--- src/inc/nand_host_pkg.sv ---
// constants for the page-flash host controller
// assumes a 50 MHz core clock and pins synchronous to it
package nand_host_pkg;

   localparam int CLK_PERIOD_NS = 20;

   // strobe low and high phases, least times, rounded up
   localparam int T_STROBE_LOW_NS = 30;
   localparam int T_STROBE_HIGH_NS = 30;
   // wait before ready/busy is trusted, least time
   localparam int T_BUSY_SETTLE_NS = 100;

   localparam int STROBE_LOW_CYC =
      (T_STROBE_LOW_NS + CLK_PERIOD_NS - 1) / CLK_PERIOD_NS;
   localparam int STROBE_HIGH_CYC =
      (T_STROBE_HIGH_NS + CLK_PERIOD_NS - 1) / CLK_PERIOD_NS;
   localparam int BUSY_SETTLE_CYC =
      (T_BUSY_SETTLE_NS + CLK_PERIOD_NS - 1) / CLK_PERIOD_NS;

   localparam int BUS_W = 8;
   localparam int ADDR_W = 22;
   localparam int LEN_W = 10;
   localparam int PAGE_BYTES = 528;
   localparam int SPARE_FIRST_COL = 512;
   localparam int SPARE_LAST_COL = 527;
   localparam int PAGE_COUNT = 8192;
   localparam int BLOCK_PAGES = 16;
   localparam int BLOCK_COUNT = 512;

   // address field positions
   localparam int HALF_BIT = 8;
   localparam int ROW_LO_BIT = 9;
   localparam int ROW_HI_BIT = 17;
   localparam int ROW_HI_W = 5;

   localparam logic [7:0] CMD_DATA_IN = 8'h80;
   localparam logic [7:0] CMD_READ_HALF0 = 8'h00;
   localparam logic [7:0] CMD_READ_HALF1 = 8'h01;
   localparam logic [7:0] CMD_READ_SPARE = 8'h50;
   localparam logic [7:0] CMD_READ_ID = 8'h90;
   localparam logic [7:0] CMD_RESET = 8'hFF;
   localparam logic [7:0] CMD_PROGRAM = 8'h10;
   localparam logic [7:0] CMD_ERASE_SETUP = 8'h60;
   localparam logic [7:0] CMD_ERASE_GO = 8'hD0;
   localparam logic [7:0] CMD_SUSPEND = 8'hB0;
   localparam logic [7:0] CMD_RESUME = 8'hD0;
   localparam logic [7:0] CMD_STATUS = 8'h70;
   localparam logic [7:0] ID_ADDR_BYTE = 8'h00;

   typedef enum logic [3:0] {
      OP_READ = 4'h0,
      OP_READ_SPARE = 4'h1,
      OP_READ_ID = 4'h2,
      OP_STATUS = 4'h3,
      OP_PROGRAM = 4'h4,
      OP_ERASE = 4'h5,
      OP_RESET = 4'h6,
      OP_SUSPEND = 4'h7,
      OP_RESUME = 4'h8
   } op_t;

   typedef enum logic [1:0] {
      CYC_CMD = 2'h0,
      CYC_ADDR = 2'h1,
      CYC_WDATA = 2'h2,
      CYC_RDATA = 2'h3
   } cyc_kind_t;

endpackage

--- src/inc/nand_cycle_if.sv ---
// one bus cycle request and answer between sequencer and strobe engine
// assumes both ends on the same core clock
`timescale 1ns/1ns
`default_nettype none
interface nand_cycle_if;
   logic start;
   nand_host_pkg::cyc_kind_t kind;
   logic [7:0] wbyte;
   logic done;
   logic [7:0] rbyte;

   modport seq (output start, output kind, output wbyte,
                input done, input rbyte);
   modport eng (input start, input kind, input wbyte,
                output done, output rbyte);
endinterface
`default_nettype wire

--- src/design/nand_host.sv ---
// host sequencer for a page-organised flash on a shared 8-bit bus
// assumes flash pins synchronous to i_core_clk, ready/busy pulled up
`timescale 1ns/1ns
`default_nettype none
module nand_host #(
   parameter int LEN_W = nand_host_pkg::LEN_W
) (
   input wire logic i_core_clk,
   input wire logic i_rstn,
   input wire logic i_req_valid,
   input wire nand_host_pkg::op_t i_op,
   input wire logic [nand_host_pkg::ADDR_W-1:0] i_addr,
   input wire logic [LEN_W-1:0] i_len,
   input wire logic i_write_protect,
   input wire logic i_wvalid,
   input wire logic [7:0] i_wdata,
   output logic o_req_ack,
   output logic o_idle,
   output logic o_wready,
   output logic o_rvalid,
   output logic [7:0] o_rdata,
   output logic o_done,
   output logic o_cle,
   output logic o_ale,
   output logic o_ce_n,
   output logic o_we_n,
   output logic o_read_strobe_n,
   output logic o_spare_area_select_n,
   output logic o_wp_n,
   input wire logic [7:0] i_shared_io_bus,
   output logic [7:0] o_shared_io_bus,
   output logic o_shared_io_bus_oe,
   input wire logic i_ready_busy_n
);
   typedef enum logic [2:0] {
      ST_IDLE = 3'b000,
      ST_CMD = 3'b001,
      ST_ADDR = 3'b011,
      ST_WDATA = 3'b010,
      ST_CMD2 = 3'b110,
      ST_SETTLE = 3'b111,
      ST_WAIT_RB = 3'b101,
      ST_RDATA = 3'b100
   } st_t;

   localparam logic [2:0] SETTLE_LAST =
      3'(nand_host_pkg::BUSY_SETTLE_CYC - 1);

   nand_cycle_if cyc ();

   st_t st_q;
   nand_host_pkg::op_t op_q;
   logic [nand_host_pkg::ADDR_W-1:0] addr_q;
   logic [LEN_W-1:0] left_q;
   logic [1:0] aidx_q;
   logic [1:0] alast_q;
   logic [2:0] wait_q;
   logic act_q;
   logic allowed;
   logic take;
   logic step;

   // other commands held back while device is busy
   always_comb begin
      allowed = i_ready_busy_n || i_op == nand_host_pkg::OP_RESET ||
                i_op == nand_host_pkg::OP_SUSPEND ||
                i_op == nand_host_pkg::OP_STATUS;
      if (i_write_protect && (i_op == nand_host_pkg::OP_PROGRAM ||
          i_op == nand_host_pkg::OP_ERASE)) begin
         allowed = 1'b0;
      end
   end

   assign take = o_idle && i_req_valid && allowed;
   assign step = act_q && cyc.done;

   function automatic logic [7:0] first_cmd(input nand_host_pkg::op_t op,
                                            input logic half);
      unique case (op)
         nand_host_pkg::OP_READ:
            first_cmd = half ? nand_host_pkg::CMD_READ_HALF1
                             : nand_host_pkg::CMD_READ_HALF0;
         nand_host_pkg::OP_READ_SPARE: first_cmd = nand_host_pkg::CMD_READ_SPARE;
         nand_host_pkg::OP_READ_ID: first_cmd = nand_host_pkg::CMD_READ_ID;
         nand_host_pkg::OP_STATUS: first_cmd = nand_host_pkg::CMD_STATUS;
         nand_host_pkg::OP_PROGRAM: first_cmd = nand_host_pkg::CMD_DATA_IN;
         nand_host_pkg::OP_ERASE: first_cmd = nand_host_pkg::CMD_ERASE_SETUP;
         nand_host_pkg::OP_SUSPEND: first_cmd = nand_host_pkg::CMD_SUSPEND;
         nand_host_pkg::OP_RESUME: first_cmd = nand_host_pkg::CMD_RESUME;
         default: first_cmd = nand_host_pkg::CMD_RESET;
      endcase
   endfunction

   function automatic logic [7:0] addr_byte(input logic [1:0] idx,
         input logic [nand_host_pkg::ADDR_W-1:0] a);
      unique case (idx)
         2'd0: addr_byte = a[7:0];
         2'd1: addr_byte = a[nand_host_pkg::ROW_LO_BIT +: 8];
         default: addr_byte = {3'b000,
            a[nand_host_pkg::ROW_HI_BIT +: nand_host_pkg::ROW_HI_W]};
      endcase
   endfunction

   always_ff @(posedge i_core_clk or negedge i_rstn) begin
      if (!i_rstn) begin
         st_q <= ST_IDLE;
         op_q <= nand_host_pkg::OP_RESET;
         addr_q <= '0;
         left_q <= '0;
         aidx_q <= '0;
         alast_q <= '0;
         wait_q <= '0;
      end else begin
         unique case (st_q)
            ST_IDLE: if (take) begin
               st_q <= ST_CMD;
               op_q <= i_op;
               addr_q <= (i_op == nand_host_pkg::OP_READ_ID) ? '0 : i_addr;
               left_q <= i_len;
               aidx_q <= (i_op == nand_host_pkg::OP_ERASE) ? 2'd1 : 2'd0;
               alast_q <= (i_op == nand_host_pkg::OP_READ_ID) ? 2'd0 : 2'd2;
            end
            ST_CMD: if (step) begin
               unique case (op_q)
                  nand_host_pkg::OP_READ, nand_host_pkg::OP_READ_SPARE,
                  nand_host_pkg::OP_READ_ID, nand_host_pkg::OP_PROGRAM,
                  nand_host_pkg::OP_ERASE: st_q <= ST_ADDR;
                  nand_host_pkg::OP_STATUS: st_q <= ST_RDATA;
                  default: st_q <= ST_SETTLE;
               endcase
            end
            ST_ADDR: if (step) begin
               aidx_q <= aidx_q + 2'd1;
               if (aidx_q == alast_q) begin
                  unique case (op_q)
                     nand_host_pkg::OP_PROGRAM:
                        st_q <= (left_q == '0) ? ST_CMD2 : ST_WDATA;
                     nand_host_pkg::OP_ERASE: st_q <= ST_CMD2;
                     nand_host_pkg::OP_READ_ID: st_q <= ST_RDATA;
                     default: st_q <= ST_SETTLE; // random read busy
                  endcase
               end
            end
            ST_WDATA: if (step) begin
               left_q <= left_q - 1'b1;
               if (left_q == LEN_W'(1)) st_q <= ST_CMD2;
            end
            ST_CMD2: if (step) st_q <= ST_SETTLE;
            ST_SETTLE: begin
               wait_q <= wait_q + 3'd1;
               if (wait_q == SETTLE_LAST) begin
                  wait_q <= '0;
                  st_q <= ST_WAIT_RB;
               end
            end
            ST_WAIT_RB: if (i_ready_busy_n) begin
               st_q <= (op_q == nand_host_pkg::OP_READ ||
                        op_q == nand_host_pkg::OP_READ_SPARE) &&
                       left_q != '0 ? ST_RDATA : ST_IDLE;
            end
            ST_RDATA: if (step) begin
               left_q <= left_q - 1'b1;
               if (left_q <= LEN_W'(1)) st_q <= ST_IDLE;
            end
            default: st_q <= ST_IDLE;
         endcase
      end
   end

   // issue one bus cycle per step; data waits for a write byte
   always_ff @(posedge i_core_clk or negedge i_rstn) begin
      if (!i_rstn) begin
         act_q <= 1'b0;
         cyc.start <= 1'b0;
         cyc.kind <= nand_host_pkg::CYC_CMD;
         cyc.wbyte <= '0;
         o_wready <= 1'b0;
      end else begin
         cyc.start <= 1'b0;
         o_wready <= 1'b0;
         if (step) begin
            act_q <= 1'b0;
         end else if (!act_q && !cyc.start) begin
            unique case (st_q)
               ST_CMD: begin
                  act_q <= 1'b1;
                  cyc.start <= 1'b1;
                  cyc.kind <= nand_host_pkg::CYC_CMD;
                  cyc.wbyte <= first_cmd(op_q, addr_q[nand_host_pkg::HALF_BIT]);
               end
               ST_ADDR: begin
                  act_q <= 1'b1;
                  cyc.start <= 1'b1;
                  cyc.kind <= nand_host_pkg::CYC_ADDR;
                  cyc.wbyte <= addr_byte(aidx_q, addr_q);
               end
               ST_WDATA: if (i_wvalid) begin
                  act_q <= 1'b1;
                  cyc.start <= 1'b1;
                  o_wready <= 1'b1;
                  cyc.kind <= nand_host_pkg::CYC_WDATA;
                  cyc.wbyte <= i_wdata;
               end
               ST_CMD2: begin
                  act_q <= 1'b1;
                  cyc.start <= 1'b1;
                  cyc.kind <= nand_host_pkg::CYC_CMD;
                  cyc.wbyte <= (op_q == nand_host_pkg::OP_ERASE) ?
                     nand_host_pkg::CMD_ERASE_GO : nand_host_pkg::CMD_PROGRAM;
               end
               ST_RDATA: begin
                  act_q <= 1'b1;
                  cyc.start <= 1'b1;
                  cyc.kind <= nand_host_pkg::CYC_RDATA;
               end
               default: act_q <= 1'b0;
            endcase
         end
      end
   end

   // user-side answers and chip-level pins
   always_ff @(posedge i_core_clk or negedge i_rstn) begin
      if (!i_rstn) begin
         o_req_ack <= 1'b0;
         o_idle <= 1'b0;
         o_rvalid <= 1'b0;
         o_rdata <= '0;
         o_done <= 1'b0;
         o_ce_n <= 1'b1;
         o_spare_area_select_n <= 1'b1;
         o_wp_n <= 1'b0;
      end else begin
         o_req_ack <= take;
         o_idle <= (st_q == ST_IDLE) && !take && !o_req_ack;
         o_rvalid <= step && st_q == ST_RDATA;
         if (step && st_q == ST_RDATA) o_rdata <= cyc.rbyte;
         o_done <= st_q != ST_IDLE && st_q != ST_CMD && (
            (st_q == ST_WAIT_RB && i_ready_busy_n &&
             !((op_q == nand_host_pkg::OP_READ ||
                op_q == nand_host_pkg::OP_READ_SPARE) && left_q != '0)) ||
            (st_q == ST_RDATA && step && left_q <= LEN_W'(1)));
         o_wp_n <= !i_write_protect;
         if (take) begin
            o_ce_n <= 1'b0;
            o_spare_area_select_n <=
               (i_op != nand_host_pkg::OP_READ_SPARE);
         end else if (st_q == ST_IDLE && !o_req_ack) begin
            o_ce_n <= 1'b1;
            o_spare_area_select_n <= 1'b1;
         end
      end
   end

   nand_strobe_engine u_eng (
      .i_core_clk(i_core_clk),
      .i_rstn(i_rstn),
      .cyc(cyc.eng),
      .i_bus(i_shared_io_bus),
      .o_cle(o_cle),
      .o_ale(o_ale),
      .o_we_n(o_we_n),
      .o_read_strobe_n(o_read_strobe_n),
      .o_bus(o_shared_io_bus),
      .o_bus_oe(o_shared_io_bus_oe)
   );
endmodule
`default_nettype wire

--- src/design/nand_strobe_engine.sv ---
// strobe engine: runs one write or read bus cycle on the flash pins
// assumes start only while idle; pins synchronous to i_core_clk
`timescale 1ns/1ns
`default_nettype none
module nand_strobe_engine (
   input wire logic i_core_clk,
   input wire logic i_rstn,
   nand_cycle_if.eng cyc,
   input wire logic [7:0] i_bus,
   output logic o_cle,
   output logic o_ale,
   output logic o_we_n,
   output logic o_read_strobe_n,
   output logic [7:0] o_bus,
   output logic o_bus_oe
);
   typedef enum logic [1:0] {
      SE_IDLE = 2'b00,
      SE_LOW = 2'b01,
      SE_HIGH = 2'b11
   } eng_st_t;

   localparam int CW = 3;
   localparam logic [CW-1:0] LOW_LAST =
      CW'(nand_host_pkg::STROBE_LOW_CYC - 1);
   localparam logic [CW-1:0] HIGH_LAST =
      CW'(nand_host_pkg::STROBE_HIGH_CYC - 1);

   eng_st_t st_q;
   logic [CW-1:0] cnt_q;
   logic rd_q;

   always_ff @(posedge i_core_clk or negedge i_rstn) begin
      if (!i_rstn) begin
         st_q <= SE_IDLE;
         cnt_q <= '0;
         rd_q <= 1'b0;
      end else begin
         unique case (st_q)
            SE_IDLE: begin
               cnt_q <= '0;
               if (cyc.start) begin
                  st_q <= SE_LOW;
                  rd_q <= (cyc.kind == nand_host_pkg::CYC_RDATA);
               end
            end
            SE_LOW: begin
               cnt_q <= (cnt_q == LOW_LAST) ? '0 : cnt_q + 1'b1;
               if (cnt_q == LOW_LAST) st_q <= SE_HIGH;
            end
            SE_HIGH: begin
               cnt_q <= cnt_q + 1'b1;
               if (cnt_q == HIGH_LAST) st_q <= SE_IDLE;
            end
            default: st_q <= SE_IDLE;
         endcase
      end
   end

   // strobes: write byte latched by device on we_n rise
   always_ff @(posedge i_core_clk or negedge i_rstn) begin
      if (!i_rstn) begin
         o_we_n <= 1'b1;
         o_read_strobe_n <= 1'b1;
      end else begin
         if (st_q == SE_IDLE && cyc.start) begin
            o_we_n <= (cyc.kind == nand_host_pkg::CYC_RDATA);
            o_read_strobe_n <= (cyc.kind != nand_host_pkg::CYC_RDATA);
         end else if (st_q == SE_LOW && cnt_q == LOW_LAST) begin
            o_we_n <= 1'b1;
            o_read_strobe_n <= 1'b1;
         end
      end
   end

   // latch enables and bus drive held through the whole cycle
   always_ff @(posedge i_core_clk or negedge i_rstn) begin
      if (!i_rstn) begin
         o_cle <= 1'b0;
         o_ale <= 1'b0;
         o_bus <= '0;
         o_bus_oe <= 1'b0;
      end else if (st_q == SE_IDLE && cyc.start) begin
         o_cle <= (cyc.kind == nand_host_pkg::CYC_CMD);
         o_ale <= (cyc.kind == nand_host_pkg::CYC_ADDR);
         o_bus <= cyc.wbyte;
         o_bus_oe <= (cyc.kind != nand_host_pkg::CYC_RDATA);
      end else if (st_q == SE_HIGH && cnt_q == HIGH_LAST) begin
         o_cle <= 1'b0;
         o_ale <= 1'b0;
         o_bus_oe <= 1'b0;
      end
   end

   // sample read byte at end of low phase, answer at cycle end
   always_ff @(posedge i_core_clk or negedge i_rstn) begin
      if (!i_rstn) begin
         cyc.rbyte <= '0;
         cyc.done <= 1'b0;
      end else begin
         if (st_q == SE_LOW && cnt_q == LOW_LAST && rd_q) cyc.rbyte <= i_bus;
         cyc.done <= (st_q == SE_HIGH && cnt_q == HIGH_LAST);
      end
   end
endmodule
`default_nettype wire

--- config.mk ---
export PLATFORM = sky130hd
export DESIGN_NAME = nand_host
export DESIGN_NICKNAME = d
export VERILOG_FILES = /design/src/inc/nand_host_pkg.sv /design/src/inc/nand_cycle_if.sv /design/src/design/nand_host.sv /design/src/design/nand_strobe_engine.sv
export SDC_FILE = /design/constraint.sdc
export NUM_CORES = 1
export LEC_CHECK = 0
export CAP_MARGIN = 10
export CORE_UTILIZATION = 50
export CTS_CLUSTER_SIZE = 12
export DETAILED_ROUTE_END_ITERATION = 16
export DONT_BUFFER_PORTS = 1
export PLACE_DENSITY = 0.78
export REMOVE_ABC_BUFFERS = 1
export SYNTH_ARGS = -nofsm -noshare
export SYNTH_HDL_FRONTEND = slang
export SYNTH_HIERARCHICAL = 1
export SYNTH_SLANG_ARGS = --single-unit
--- constraint.sdc ---
create_clock -name i_core_clk -period 1.59 [get_ports i_core_clk]
set_input_delay 0.318 -clock i_core_clk [delete_from_list [all_inputs] [get_ports i_core_clk]]
set_output_delay 0.318 -clock i_core_clk [all_outputs]
set_load 0.02 [all_outputs]
# After elaboration in Yosys (flattened, before gate mapping)
# Cells that the tools add are included.
# W data, S select, Z words.
# word_totals
latchBits	0
input_bits	58
rom_bits	0
ff_bits	102
mem_count	0
ram_bits	0
# classes
multipliers	0
n_reduce_logical	61
n_shift	0
bitwise_logic	1
eq_ne	49
n_mux	62
div	0
addsub	4
n_lt_le_gt_ge	1
# op_table
cell	count
$pmux W8 S8	1
$mux W3	15
$pmux W8 S4	1
$eq A4 B3 Y1 const B	7
$ne A2 B2 Y1 const B	13
$pmux W3 S8	1
$mux W1	22
$mux W22	1
$mux W10	2
$pmux W10 S2	1
$logic_and A1 B1 Y1	19
$pmux W3 S3	2
$eq A4 B2 Y1 const B	4
$mux W8	2
$pmux W8 S2	1
$eq A3 B3 Y1 const B	5
$mux W2	7
$reduce_bool A2 Y1	6
$reduce_and A11 Y1	1
$eq A10 B1 Y1 const B	1
$le A10 B1 Y1 const B	1
$logic_not A10 Y1	1
$reduce_bool A10 Y1	1
$sub A10 B1 Y10 const B	1
other kinds (32)	62

# Longest topological paths before layout
# Gate-level depths: netlist of run 1.
# depth
ltp_word	9
depth_mapped	8
ltp_nobuf	7

# Cells and area by module
# Netlist of run 1, hierarchy kept.
# modules_own_cells
module	cells_each	area_per_inst_um2	n_inst
nand_host	386	3888.7	1
nand_strobe_engine	105	1216.2	1

# Least setup slack after synthesis of run 1
# No wires, ideal clock.
# synth_path
path_kind	register to register
startpoint	register aidx_q[0]
endpoint	register cyc.wbyte[4]
slack_ns	-0.092
setup_ns	0.082
t_required_ns	1.508
arrival_time_ns	1.600
stages_incl_launch_ff	9
path_cell_list	dfrtp_1 > inv_1 > ha_1 > clkbuf_1 > nor2_1 > a21oi_1 > o311ai_0 > o21ai_0 > a31oi_1
# synth_between
elab_chain_len	3
word_cells_on_any_way	4
classes_between	eq/ne: 1; mux: 2; reduce/logical: 1
# synth_lines
item	line_no	rtl
start, declared	nand_host.sv:55	logic [1:0] aidx_q;
start signal, assigned	nand_host.sv:120	aidx_q <= (i_op == nand_host_pkg::OP_ERASE) ? 2'd1 : 2'd0;
start signal, assigned	nand_host.sv:133	aidx_q <= aidx_q + 2'd1;
$eq A2 B1 Y1 or $logic_not A2 Y1 (tied branches)	nand_host.sv:96	unique case (idx)
$pmux W8 S2 *	nand_host.sv:96	
$pmux W8 S4 *	nand_host.sv:184	unique case (st_q)
end signal, assigned	nand_host.sv:189	cyc.wbyte <= first_cmd(op_q, addr_q[nand_host_pkg::HALF_BIT]);
end signal, assigned	nand_host.sv:195	cyc.wbyte <= addr_byte(aidx_q, addr_q);
end signal, assigned	nand_host.sv:202	cyc.wbyte <= i_wdata;
end, declared	nand_cycle_if.sv:8	logic [7:0] wbyte;
# Every way passes the cells marked *; elsewhere a longest branch is shown, timed or not.
# A chain may end at the register's enable or synchronous reset.

==> metrics.md, run 1 <==
| Metric | Value |
|---|---|
| Die width | `103 um` |
| Die outline area | `10,600 um2` |
| Antenna-violating nets left | `0` |
| First drt pass iteration count | `5` |
| Final WS setup | `-0.0733 ns` |
| DRT Wirelength | `12,700 um` |
| Peak supply drop | `0.788 mV` |
| Count leader, synth | `dfrtp_1` |
| Core area | `9820 um2` |
| Worst reg2reg endpoint | `st_q[2]` |
| Synth Area in XOR/XNOR | `0.343%` |
| RR Startpoint | `wait_q[0]` |
| Final setup vio count | `4` |
| Pwr Total | `11,000 uW` |
| R2r worst-path depth | `7` |
| Fin area | `6270 um2` |
| Clk_lat worst skew | `0.37 ns` |
| Mux cell area share after synthesis | `4.09%` |
| Worst hold slack | `-0.371 ns` |
| Vias per std cell | `5.94` |
| DRC errors left | `0` |
| Wire length of the first global-routing pass | `19,600 um` |
| Clock skew | `0.00973 ns` |
| Final std cells w/o fill | `698` |
| Die H | `103 um` |
| Overall Global Routing Usage | `24.2%` |
| DP Cell Count | `664` |
| Ys async rst share | `100%` |
| RSZ-0062 raised after global routing | `yes` |
| Largest net degree at the start of global routing | `102` |
| Synth cell types | `76` |
| Commonest cells post-synth | `dfrtp_1 (95), nand2_1 (72), nor2_1 (36)` |
| Clock transition at path regs | `0.10 ns` |
| Main synth FF type | `dfrtp_1` |
| Reg2reg setup slack | `-0.07 ns` |
| Cell taking the most area after synthesis | `dfrtp_1` |
| PwrDens | `1760 nW/um2` |
| CTS Sinks | `101` |
| Largest family of logic cells by synthesized area | `compound AO/OA/AOI/OAI gates` |
| Synth Warn # | `6` |
| Synth area leaders | `dfrtp_1 (47%), nand2_1 (5.3%), a22o_1 (4.8%)` |
| Dpl cell area | `5690 um2` |
| N_diodes | `0` |
| FF+latch count, synth | `101` |
| Worst path required time | `1.89 ns` |
| CTS Hold Bufs | `1` |
| Period utilisation layout | `105%` |
| CTS buffer count | `9` |
| Synth Area in Simple Gates | `17.0%` |
| Final core area utilization | `63.9%` |
| Compound-gate portion of the synthesized area | `22.5%` |
| FILL cells | `754` |
| Pleak | `0.00289 uW` |
| Worst-Margin Slew | `0.305 ns` |
| Cells after synthesis | `491` |
| Netlist Area Pre-Place | `5100 um2` |
| # Max-Cap Violations | `0` |
| Post-Synth Adder-Cell Area | `2.21%` |
| Total number of vias | `4,145` |
| Drt wl/cell | `18.2 um` |
| Final Hold Fails | `101` |
| Final RePlAce weighted congestion | `0.906` |
| Port Buffer Count | `0` |
| Row cnt | `36` |
| EDFF count, synth | `0` |
| CTS H-tree depth | `3` |
| Status | `finished with violations` |
| Hpwl dp | `8660 um` |
| Minimum clock period | `1.66 ns` |
| Starting density of the core | `52.0%` |
| Critical Path Source | `wait_q[0]` |
| Share of the synthesized area in the top cell type | `46.6%` |
| Vias in the first global route | `4,044` |
| CP endpoint | `st_q[2]` |
| Layout cells sized above 1 | `32.9%` |
| Gr ovfl total | `0` |
| Number of buffers on the longest clock path | `2` |
| Crit Path Category | `register to register` |
| Failing checks | `hold timing, setup timing` |
| Slew HR | `79.6%` |
| CTS tree | `built` |
| Startpoint Class | `register` |
| Crit. End Element | `register` |
| Initial DRC Count | `295` |
| Final nets | `627` |
| Initial antenna violation count | `0` |
| Max Freq | `601 MHz` |
| Mean post-synth cell area | `10.4 um2` |
| Clk root buf | `clkbuf_8` |
| Area Overhead vs Synth | `22.8%` |
| Worst min path class | `primary input to async pin` |
| Final Max Slew Viols | `0` |
| Ports | `87` |
| WP data arrival | `1.96 ns` |
| Register area share after synthesis | `49.7%` |
| Worst-path maximum fanout | `5` |
## routing by layer
| layer | GRT usage (%) | vias up | share of wire (%) |
|---|---|---|---|
| met5 | 0 | - | 0 |
| met4 | 8.02 | 0 | 1.7 |
| met3 | 5.36 | 31 | 6.5 |
| met2 | 40.7 | 167 | 50 |
| met1 | 30.9 | 2017 | 42 |
| li1 | - | 1930 | - |
## worst min path at each step
stage	to	slack [ns]	depth (start not counted)
finish	u_eng/o_ale	-0.37	0
global route	u_eng/o_ale	-0.40	0
CTS	u_eng/o_cle	-0.38	0
detailed placement	u_eng/o_cle	0.03	0
global placement	u_eng/o_bus_oe	0.03	0
floorplan	act_q	0.02	0
## per-stage QoR
stage                     hold slack [ns]  TNS, ns  setup WS (ns)
after floorplan                    0.0224   -26.37         -0.729
after global placement             0.0271  -0.0848        -0.0588
after detailed placement           0.0262   -0.749         -0.118
after CTS                          -0.384  -0.0288        -0.0288
after global routing               -0.403   -0.940         -0.148
final                              -0.371   -0.176        -0.0733
## worst max-delay path, cell delays in order, from the launching register on
cell	delay (ns)
dfrtp_1	0.40
inv_1	0.06
ha_2	0.19
and3_4	0.18
a211o_1	0.13
o211ai_4	0.12
a311oi_2	0.28
mux2i_1	0.23
## power by group
group / switching (uW) / internal [uW] / leakage (uW)
clock network: 952 / 641 / 0.0000996
registers: 904 / 3390 / 0.00130
logic: 2500 / 2620 / 0.00149
## state kept, by name (all words and copies together) (netlist names), 2 cells and up
register	flops
o_rdata	8
cyc.wbyte	8
u_eng/st_q	2
op_q	4
st_q	3
addr_q	22
aidx_q	2
wait_q	3
left_q	10
u_eng/cnt_q	3
u_eng/o_bus	8
u_eng/cyc.rbyte	8
cyc.kind	2
## logic make-up (layout without fill, tap and decap cells)
logic type	Yosys count	count (layout)
xor gates and xnor gates	2	2
buffers and inverters	42	116
muxes	19	19
DFF	101	101
AOI/OAI and AO/OA	148	148
adders and majority gates	9	9
and+or+nand+nor	170	170
## area by class of cell
class	instances	area [um2]	share of cell area, %
Clock buffer	10	138	2.20
Clock inverter	6	51.3	0.818
Inverter	15	63.8	1.02
Multi-Input combinational cell	348	2570	41.0
Sequential cell	101	2540	40.5
Tap cell	133	166	2.65
Timing Repair Buffer	85	738	11.8
## timing repair
item,CTS,global route
buffers inserted,6,12
endpoints found under the setup margin,32,41
resized for setup,24,45
hold endpoints to repair,102,101
pin swaps,2,7
## cell usage in the layout (no fill, tap or decap), drive strengths merged, types with 5 or more instances in the layout
cell and count:
nand2 73, o21ai 26, a22o 28, dfrtp 95
mux2 15, nand4 5, inv 19, nor2b 6
clkbuf 10, o22a 10, nor3 12, dfstp 6
o2bb2ai 8, a31oi 10, a22oi 6, ha 9
nor2 38, nand2b 5, nand3 5, buf 84
a21o 5, a21oi 21
No activity file was read; power rests on OpenSTA's default activity.
==> inputs of run 2 (changes only) <==
--- a/config.mk
+++ b/config.mk
@@ -6,11 +6,13 @@
 export NUM_CORES = 1
 export LEC_CHECK = 0
 export CAP_MARGIN = 10
-export CORE_UTILIZATION = 50
+export CELL_PAD_IN_SITES_DETAIL_PLACEMENT = 1
+export CELL_PAD_IN_SITES_GLOBAL_PLACEMENT = 2
+export CORE_UTILIZATION = 36
 export CTS_CLUSTER_SIZE = 12
 export DETAILED_ROUTE_END_ITERATION = 16
 export DONT_BUFFER_PORTS = 1
-export PLACE_DENSITY = 0.78
+export PLACE_DENSITY = 0.85
 export REMOVE_ABC_BUFFERS = 1
 export SYNTH_ARGS = -nofsm -noshare
 export SYNTH_HDL_FRONTEND = slang
==> run 2 against run 1 <==
The run still ends with hold timing, setup timing left. Clock power up 46%. Non-clock buffer count rose by 4. Die area up 38%. Critical endpoint is now st_q[1]. Largest cell class is now registers.
==> metrics.md, run 2 (synthesized netlist as in run 1, its figures left out) <==
| Metric | Value |
|---|---|
| Period utilisation layout | `106% (+1.4 points)` |
| Ports | `87 (unchanged)` |
| Area Overhead vs Synth | `26.3%` |
| Final Hold Fails | `101 (unchanged)` |
| Fin area | `6450 um2 (+2.8%)` |
| CTS Sinks | `101 (unchanged)` |
| Die width | `121 um (+18%)` |
| PwrDens | `1860 nW/um2 (+6.0%)` |
| Max FFs per register | `22 (unchanged)` |
| Clock transition at path regs | `0.08 ns (-0.02 ns)` |
| Peak supply drop | `0.657 mV (-17%)` |
| Clock skew | `0.0117 ns (+0.00198 ns)` |
| Slew HR | `74.8% (-4.8 points)` |
| Status | `finished with violations` |
| Vias per std cell | `5.56 (-6.4%)` |
| Initial DRC Count | `192 (-35%)` |
| FILL cells | `1,528 (+100%)` |
| RR Startpoint | `st_q[1]` |
| Layout cells sized above 1 | `30.2% (-2.7 points)` |
| R2r worst-path depth | `6 (-1)` |
| Final std cells w/o fill | `749 (+7.3%)` |
| Minimum clock period | `1.69 ns (+0.0217 ns)` |
| Dpl cell area | `5790 um2 (+1.7%)` |
| # Max-Cap Violations | `0 (unchanged)` |
| Clk root buf | `clkbuf_16` |
| Final nets | `631 (+0.64%)` |
| CTS H-tree depth | `3 (unchanged)` |
| N_diodes | `0 (unchanged)` |
| Most frequent cells in the layout | `dfrtp_1 (93), buf_4 (73), nand2_1 (72), nor2_1 (35), a22o_1 (28)` |
| Pleak | `0.00296 uW (+2.4%)` |
| WP buf/inv | `2 (+1)` |
| CP max stage delay | `0.42 ns (+0.02 ns)` |
| Worst min path class | `primary input to async pin` |
| CTS buffer count | `9 (unchanged)` |
| Failing checks | `hold timing, setup timing` |
| Final RePlAce weighted congestion | `0.830 (-8.4%)` |
| Most flops, register | `addr_q` |
| Clk_lat worst skew | `0.36 ns (about the same)` |
| Reg2reg setup slack | `-0.1 ns (-0.02 ns)` |
| DP Cell Count | `716 (+7.8%)` |
| Crit Path Category | `register to register` |
| Row cnt | `43 (+19%)` |
| DRC errors left | `0 (unchanged)` |
| Crit. End Element | `register` |
| Worst-Margin Slew | `0.377 ns (+0.0720 ns)` |
| Most common library cell in the layout ignoring fill and taps | `dfrtp_1` |
| Drt wl/cell | `19.6 um (+7.7%)` |
| Hpwl dp | `10,200 um (+17%)` |
| DRT Wirelength | `14,700 um (+16%)` |
| First drt pass iteration count | `5 (unchanged)` |
| Initial antenna violation count | `0 (unchanged)` |
| Worst path required time | `1.83 ns (-0.06 ns)` |
| Largest registers | `addr_q x22, left_q x10` |
| Overall Global Routing Usage | `20.8% (-3.3 points)` |
| Final WS setup | `-0.0951 ns (-0.0217 ns)` |
| Crit-path cells | `buf_12 > and2b_2 > o21ai_4 > o211ai_4 > buf_4 > o32a_1` |
| Die H | `121 um (+18%)` |
| Core area | `13,900 um2 (+41%)` |
| Critical path's top delay family | `compound AO/OA/AOI/OAI gates` |
| Final setup vio count | `16 (+12)` |
| Critical Path Slowest Stage Cell | `dfrtp_1` |
| Worst-path maximum fanout | `6 (+1)` |
| Final Max Slew Viols | `0 (unchanged)` |
| Total number of vias | `4,164 (+0.46%)` |
| Die outline area | `14,700 um2 (+38%)` |
| Vias in the first global route | `4,521 (+12%)` |
| Antenna-violating nets left | `0 (unchanged)` |
| Largest net degree at the start of global routing | `102 (unchanged)` |
| Number of buffers on the longest clock path | `2 (unchanged)` |
| Wire length of the first global-routing pass | `23,600 um (+20%)` |
| Max Freq | `593 MHz (-1.3%)` |
| RSZ-0062 raised after global routing | `yes` |
| WP data arrival | `1.93 ns (-0.03 ns)` |
| Gr ovfl total | `0 (unchanged)` |
| Worst hold slack | `-0.347 ns (+0.0238 ns)` |
| Startpoint Class | `register` |
| Worst reg2reg endpoint | `st_q[1]` |
| CTS tree | `built` |
| Port Buffer Count | `0 (unchanged)` |
| Starting density of the core | `36.8% (-15 points)` |
-- run 2: changes by cell type in the layout (fill, tap and decap cells not counted), sizes merged --
| cell | before | now |
|---|---|---|
| dlygate4sd3 | 1 | 0 |
| inv | 19 | 18 |
| buf | 84 | 89 |
| clkbuf | 10 | 9 |
| clkinvlp | 0 | 1 |
| bufinv | 0 | 1 |
-- run 2: area by class of cell --
type,instances,area (um2),share of cell area [%]
Clock buffer,9,225,3.49
Clock inverter,7,80.1,1.24
Inverter,15,63.8,0.990
Multi-Input combinational cell,348,2520,39.1
Sequential cell,101,2540,39.4
Tap cell,180,225,3.49
Timing Repair Buffer,89,793,12.3
-- run 2: worst max path at each step --
stage / from / endpoint / slack, ns / cells after the start
global route: aidx_q[0] / cyc.wbyte[4] / -0.16 / 7
CTS: st_q[1] / st_q[2] / -0.09 / 6
floorplan: st_q[0] / left_q[5] / -0.73 / 5
detailed placement: aidx_q[0] / cyc.wbyte[4] / -0.14 / 7
global placement: st_q[1] / st_q[1] / -0.01 / 6
finish: st_q[1] / st_q[1] / -0.1 / 6
-- run 2: what timing repair did --
item | 4_1_cts | 5_1_grt
setup endpoints to repair | 36 | 65
resized for setup | 29 | 25
setup buffers | 15 | 5
endpoints found under the hold margin | 101 | 101
pin swaps | 8 | 8
-- run 2: through the flow --
stage                     setup TNS, ns  setup slack, ns  total power, uW  hold slack, ns  util, %
final                            -0.489          -0.0951            12000          -0.347     46.4
after global routing              -2.19           -0.156            12700          -0.363     46.4
after CTS                        -0.346          -0.0924            11700          -0.357     45.3
after detailed placement          -1.52           -0.142             8770          0.0295     41.7
after global placement          -0.0222          -0.0150             8500          0.0294     41.7
after floorplan                  -26.37           -0.729             6780          0.0224        -
-- run 2: power breakdown --
group / switching, uW / internal (uW) / leakage, uW
clock: 1070 / 1240 / 0.000148
combinational: 2620 / 2760 / 0.00151
sequential: 914 / 3390 / 0.00130
total: 4600 / 7390 / 0.00296
-- run 2: routing by layer --
metal | routed length, um | GRT usage, % | part of all wire [%] | vias up
li1 | - | - | - | 1943
met2 | 7510 | 35.5 | 51 | 109
met1 | 6220 | 25.1 | 42 | 2088
met5 | 0 | 0 | 0 | -
met3 | 645 | 4.98 | 4.4 | 24
met4 | 315 | 8.49 | 2.1 | 0
==> inputs of run 3 (changes only) <==
--- a/config.mk
+++ b/config.mk
@@ -13,7 +13,6 @@
 export DETAILED_ROUTE_END_ITERATION = 16
 export DONT_BUFFER_PORTS = 1
 export PLACE_DENSITY = 0.85
-export REMOVE_ABC_BUFFERS = 1
 export SYNTH_ARGS = -nofsm -noshare
 export SYNTH_HDL_FRONTEND = slang
 export SYNTH_HIERARCHICAL = 1
==> run 3 against run 2 <==
The flow still finishes with violations (hold timing, setup timing). Sequential share of layout area down 1.0 points. Worst setup slack lost 0.041 ns. Clock skew is 0.0034 ns lower. Flip-flop and latch count unchanged. Global-route usage shrank 0.22 points. Via count is 2.5% higher. Largest cell class is now multi-input combinational cells. Largest power group unchanged.
==> metrics.md, run 3 (synthesized netlist as in run 1, its figures left out) <==
| Metric | Value |
|---|---|
| CTS Sinks | `101 (unchanged)` |
| CTS tree | `built` |
| Crit. End Element | `register` |
| WP buf/inv | `2 (unchanged)` |
| Area Overhead vs Synth | `29.8%` |
| FILL cells | `1,496 (-2.1%)` |
| Total number of vias | `4,269 (+2.5%)` |
| Ports | `87 (unchanged)` |
| Startpoint Class | `register` |
| Drt wl/cell | `20.3 um (+3.4%)` |
| Reg2reg setup slack | `-0.14 ns (-0.04 ns)` |
| Slew HR | `77.9% (+3.0 points)` |
| Fin area | `6630 um2 (+2.8%)` |
| Worst-Margin Slew | `0.329 ns (-0.0484 ns)` |
| PwrDens | `1870 nW/um2 (+0.65%)` |
| Final setup vio count | `38 (+22)` |
| Crit-path cells | `inv_1 > ha_2 > and3_4 > a211o_1 > o211ai_4 > buf_4 > a311oi_2 > o32a_1` |
| First drt pass iteration count | `4 (-1)` |
| Status | `finished with violations` |
| Die width | `121 um (unchanged)` |
| Final RePlAce weighted congestion | `0.849 (+2.3%)` |
| Most flops, register | `addr_q` |
| Wire length of the first global-routing pass | `23,300 um (-1.4%)` |
| CTS H-tree depth | `3 (unchanged)` |
| Vias per std cell | `5.62 (+1.2%)` |
| Clock skew | `0.00826 ns (-0.00345 ns)` |
| Antenna-violating nets left | `0 (unchanged)` |
| Largest net degree at the start of global routing | `102 (unchanged)` |
| Overall Global Routing Usage | `20.6% (-0.22 points)` |
| Die outline area | `14,700 um2 (unchanged)` |
| Worst path required time | `1.88 ns (+0.05 ns)` |
| Failing checks | `hold timing, setup timing` |
| Layout cells sized above 1 | `34.5% (+4.3 points)` |
| Initial antenna violation count | `0 (unchanged)` |
| Gr ovfl total | `0 (unchanged)` |
| DRT Wirelength | `15,400 um (+4.8%)` |
| Critical path's top delay family | `compound AO/OA/AOI/OAI gates` |
| Final Max Slew Viols | `0 (unchanged)` |
| Crit Path Category | `register to register` |
| Minimum clock period | `1.73 ns (+0.0411 ns)` |
| Clk_lat worst skew | `0.36 ns (about the same)` |
| Die H | `121 um (unchanged)` |
| Period utilisation layout | `109% (+2.6 points)` |
| Starting density of the core | `36.8% (unchanged)` |
| Worst min path class | `primary input to async pin` |
| Final WS setup | `-0.136 ns (-0.0411 ns)` |
| Pleak | `0.00305 uW (+3.1%)` |
| CP max stage delay | `0.38 ns (-0.04 ns)` |
| Number of buffers on the longest clock path | `2 (unchanged)` |
| N_diodes | `0 (unchanged)` |
| Max FFs per register | `22 (unchanged)` |
| Most frequent cells in the layout | `dfrtp_1 (91), buf_4 (77), nand2_1 (67), nor2_1 (34), a22o_1 (28)` |
| Peak supply drop | `0.727 mV (+11%)` |
| Register area | `2540 um2 (about the same)` |
| Core area | `13,900 um2 (unchanged)` |
| Clk root buf | `clkbuf_16` |
| Port Buffer Count | `0 (unchanged)` |
| Area of the multi-input gates | `2600 um2 (+3.1%)` |
| R2r worst-path depth | `8 (+2)` |
| Critical Path Stages | `8 (+2)` |
| Worst-path maximum fanout | `4 (-2)` |
| Final Hold Fails | `101 (unchanged)` |
| WP data arrival | `2.02 ns (+0.09 ns)` |
| Largest registers | `addr_q x22, left_q x10` |
| Mapped Nets | `558` |
| Dpl cell area | `5790 um2 (about the same)` |
| Max Freq | `579 MHz (-2.4%)` |
| Clock transition at path regs | `0.07 ns (about the same)` |
| Most common library cell in the layout ignoring fill and taps | `dfrtp_1` |
| Initial DRC Count | `230 (+20%)` |
| Critical Path Slowest Stage Cell | `dfrtp_1` |
| DRC errors left | `0 (unchanged)` |
| DP Worst Slack | `-0.203 ns (-0.0614 ns)` |
| # Max-Cap Violations | `0 (unchanged)` |
| Hpwl dp | `9960 um (-1.9%)` |
| Vias in the first global route | `4,468 (-1.2%)` |
| Worst hold slack | `-0.340 ns (+0.00790 ns)` |
| CTS buffer count | `9 (unchanged)` |
| Row cnt | `43 (unchanged)` |
| Final nets | `641 (+1.6%)` |
| RSZ-0062 raised after global routing | `yes` |
run 3: where the power goes:
group	internal, uW	total (uW)	leakage, uW	switching, uW
clock	1310	2300	0.000152	993
sequential	3390	4310	0.00130	920
combinational	3020	5790	0.00160	2780
run 3: layer usage:
metal,GRT usage (%),vias up,routed length [um]
li1,-,1950,-
met1,26.0,2164,6540
met2,34.4,121,7790
met3,4.37,34,620
met4,7.87,0,456
met5,0,-,0
run 3: timing repair:
| item | 4_1_cts | 5_1_grt |
|---|---|---|
| cloned | 1 | 2 |
| setup endpoints to repair | 44 | 57 |
| hold endpoints to repair | 101 | 101 |
| gates resized for setup | 23 | 53 |
| buffers inserted | 8 | 17 |
| pin swaps | 7 | 21 |
run 3: final cells by class:
cell class / instances / area share, %
clock inverter: 5 / 0.850
clock buffer: 11 / 3.81
sequential: 101 / 38.3
tap: 180 / 3.40
timing repair buffer: 99 / 13.5
inverter: 15 / 0.850
multi-input combinational: 348 / 39.2
run 3: stage by stage:
stage	total power, uW	setup TNS, ns	instances	util [%]	hold WS, ns
2_1_floorplan	6830	0	491	-	0.0224
3_3_place_gp	8510	-0.123	717	41.7	0.0266
3_5_place_dp	8760	-2.64	717	41.7	0.0282
4_1_cts	11500	-0.398	742	45.3	-0.351
5_1_grt	13100	-4.74	759	47.7	-0.359
6_report	12400	-2.10	759	47.7	-0.340
run 3: path summary, 6_finish.rpt:
path / endpoint / startpoint
max: st_q[1] / wait_q[1]
min: left_q[4] / i_rstn
max reg2reg: st_q[1] / wait_q[1]
min reg2reg: o_rdata[3] / u_eng/cyc.rbyte[3]
max in group asynchronous: op_q[1] / i_rstn
min in group i_core_clk: o_wp_n / i_write_protect
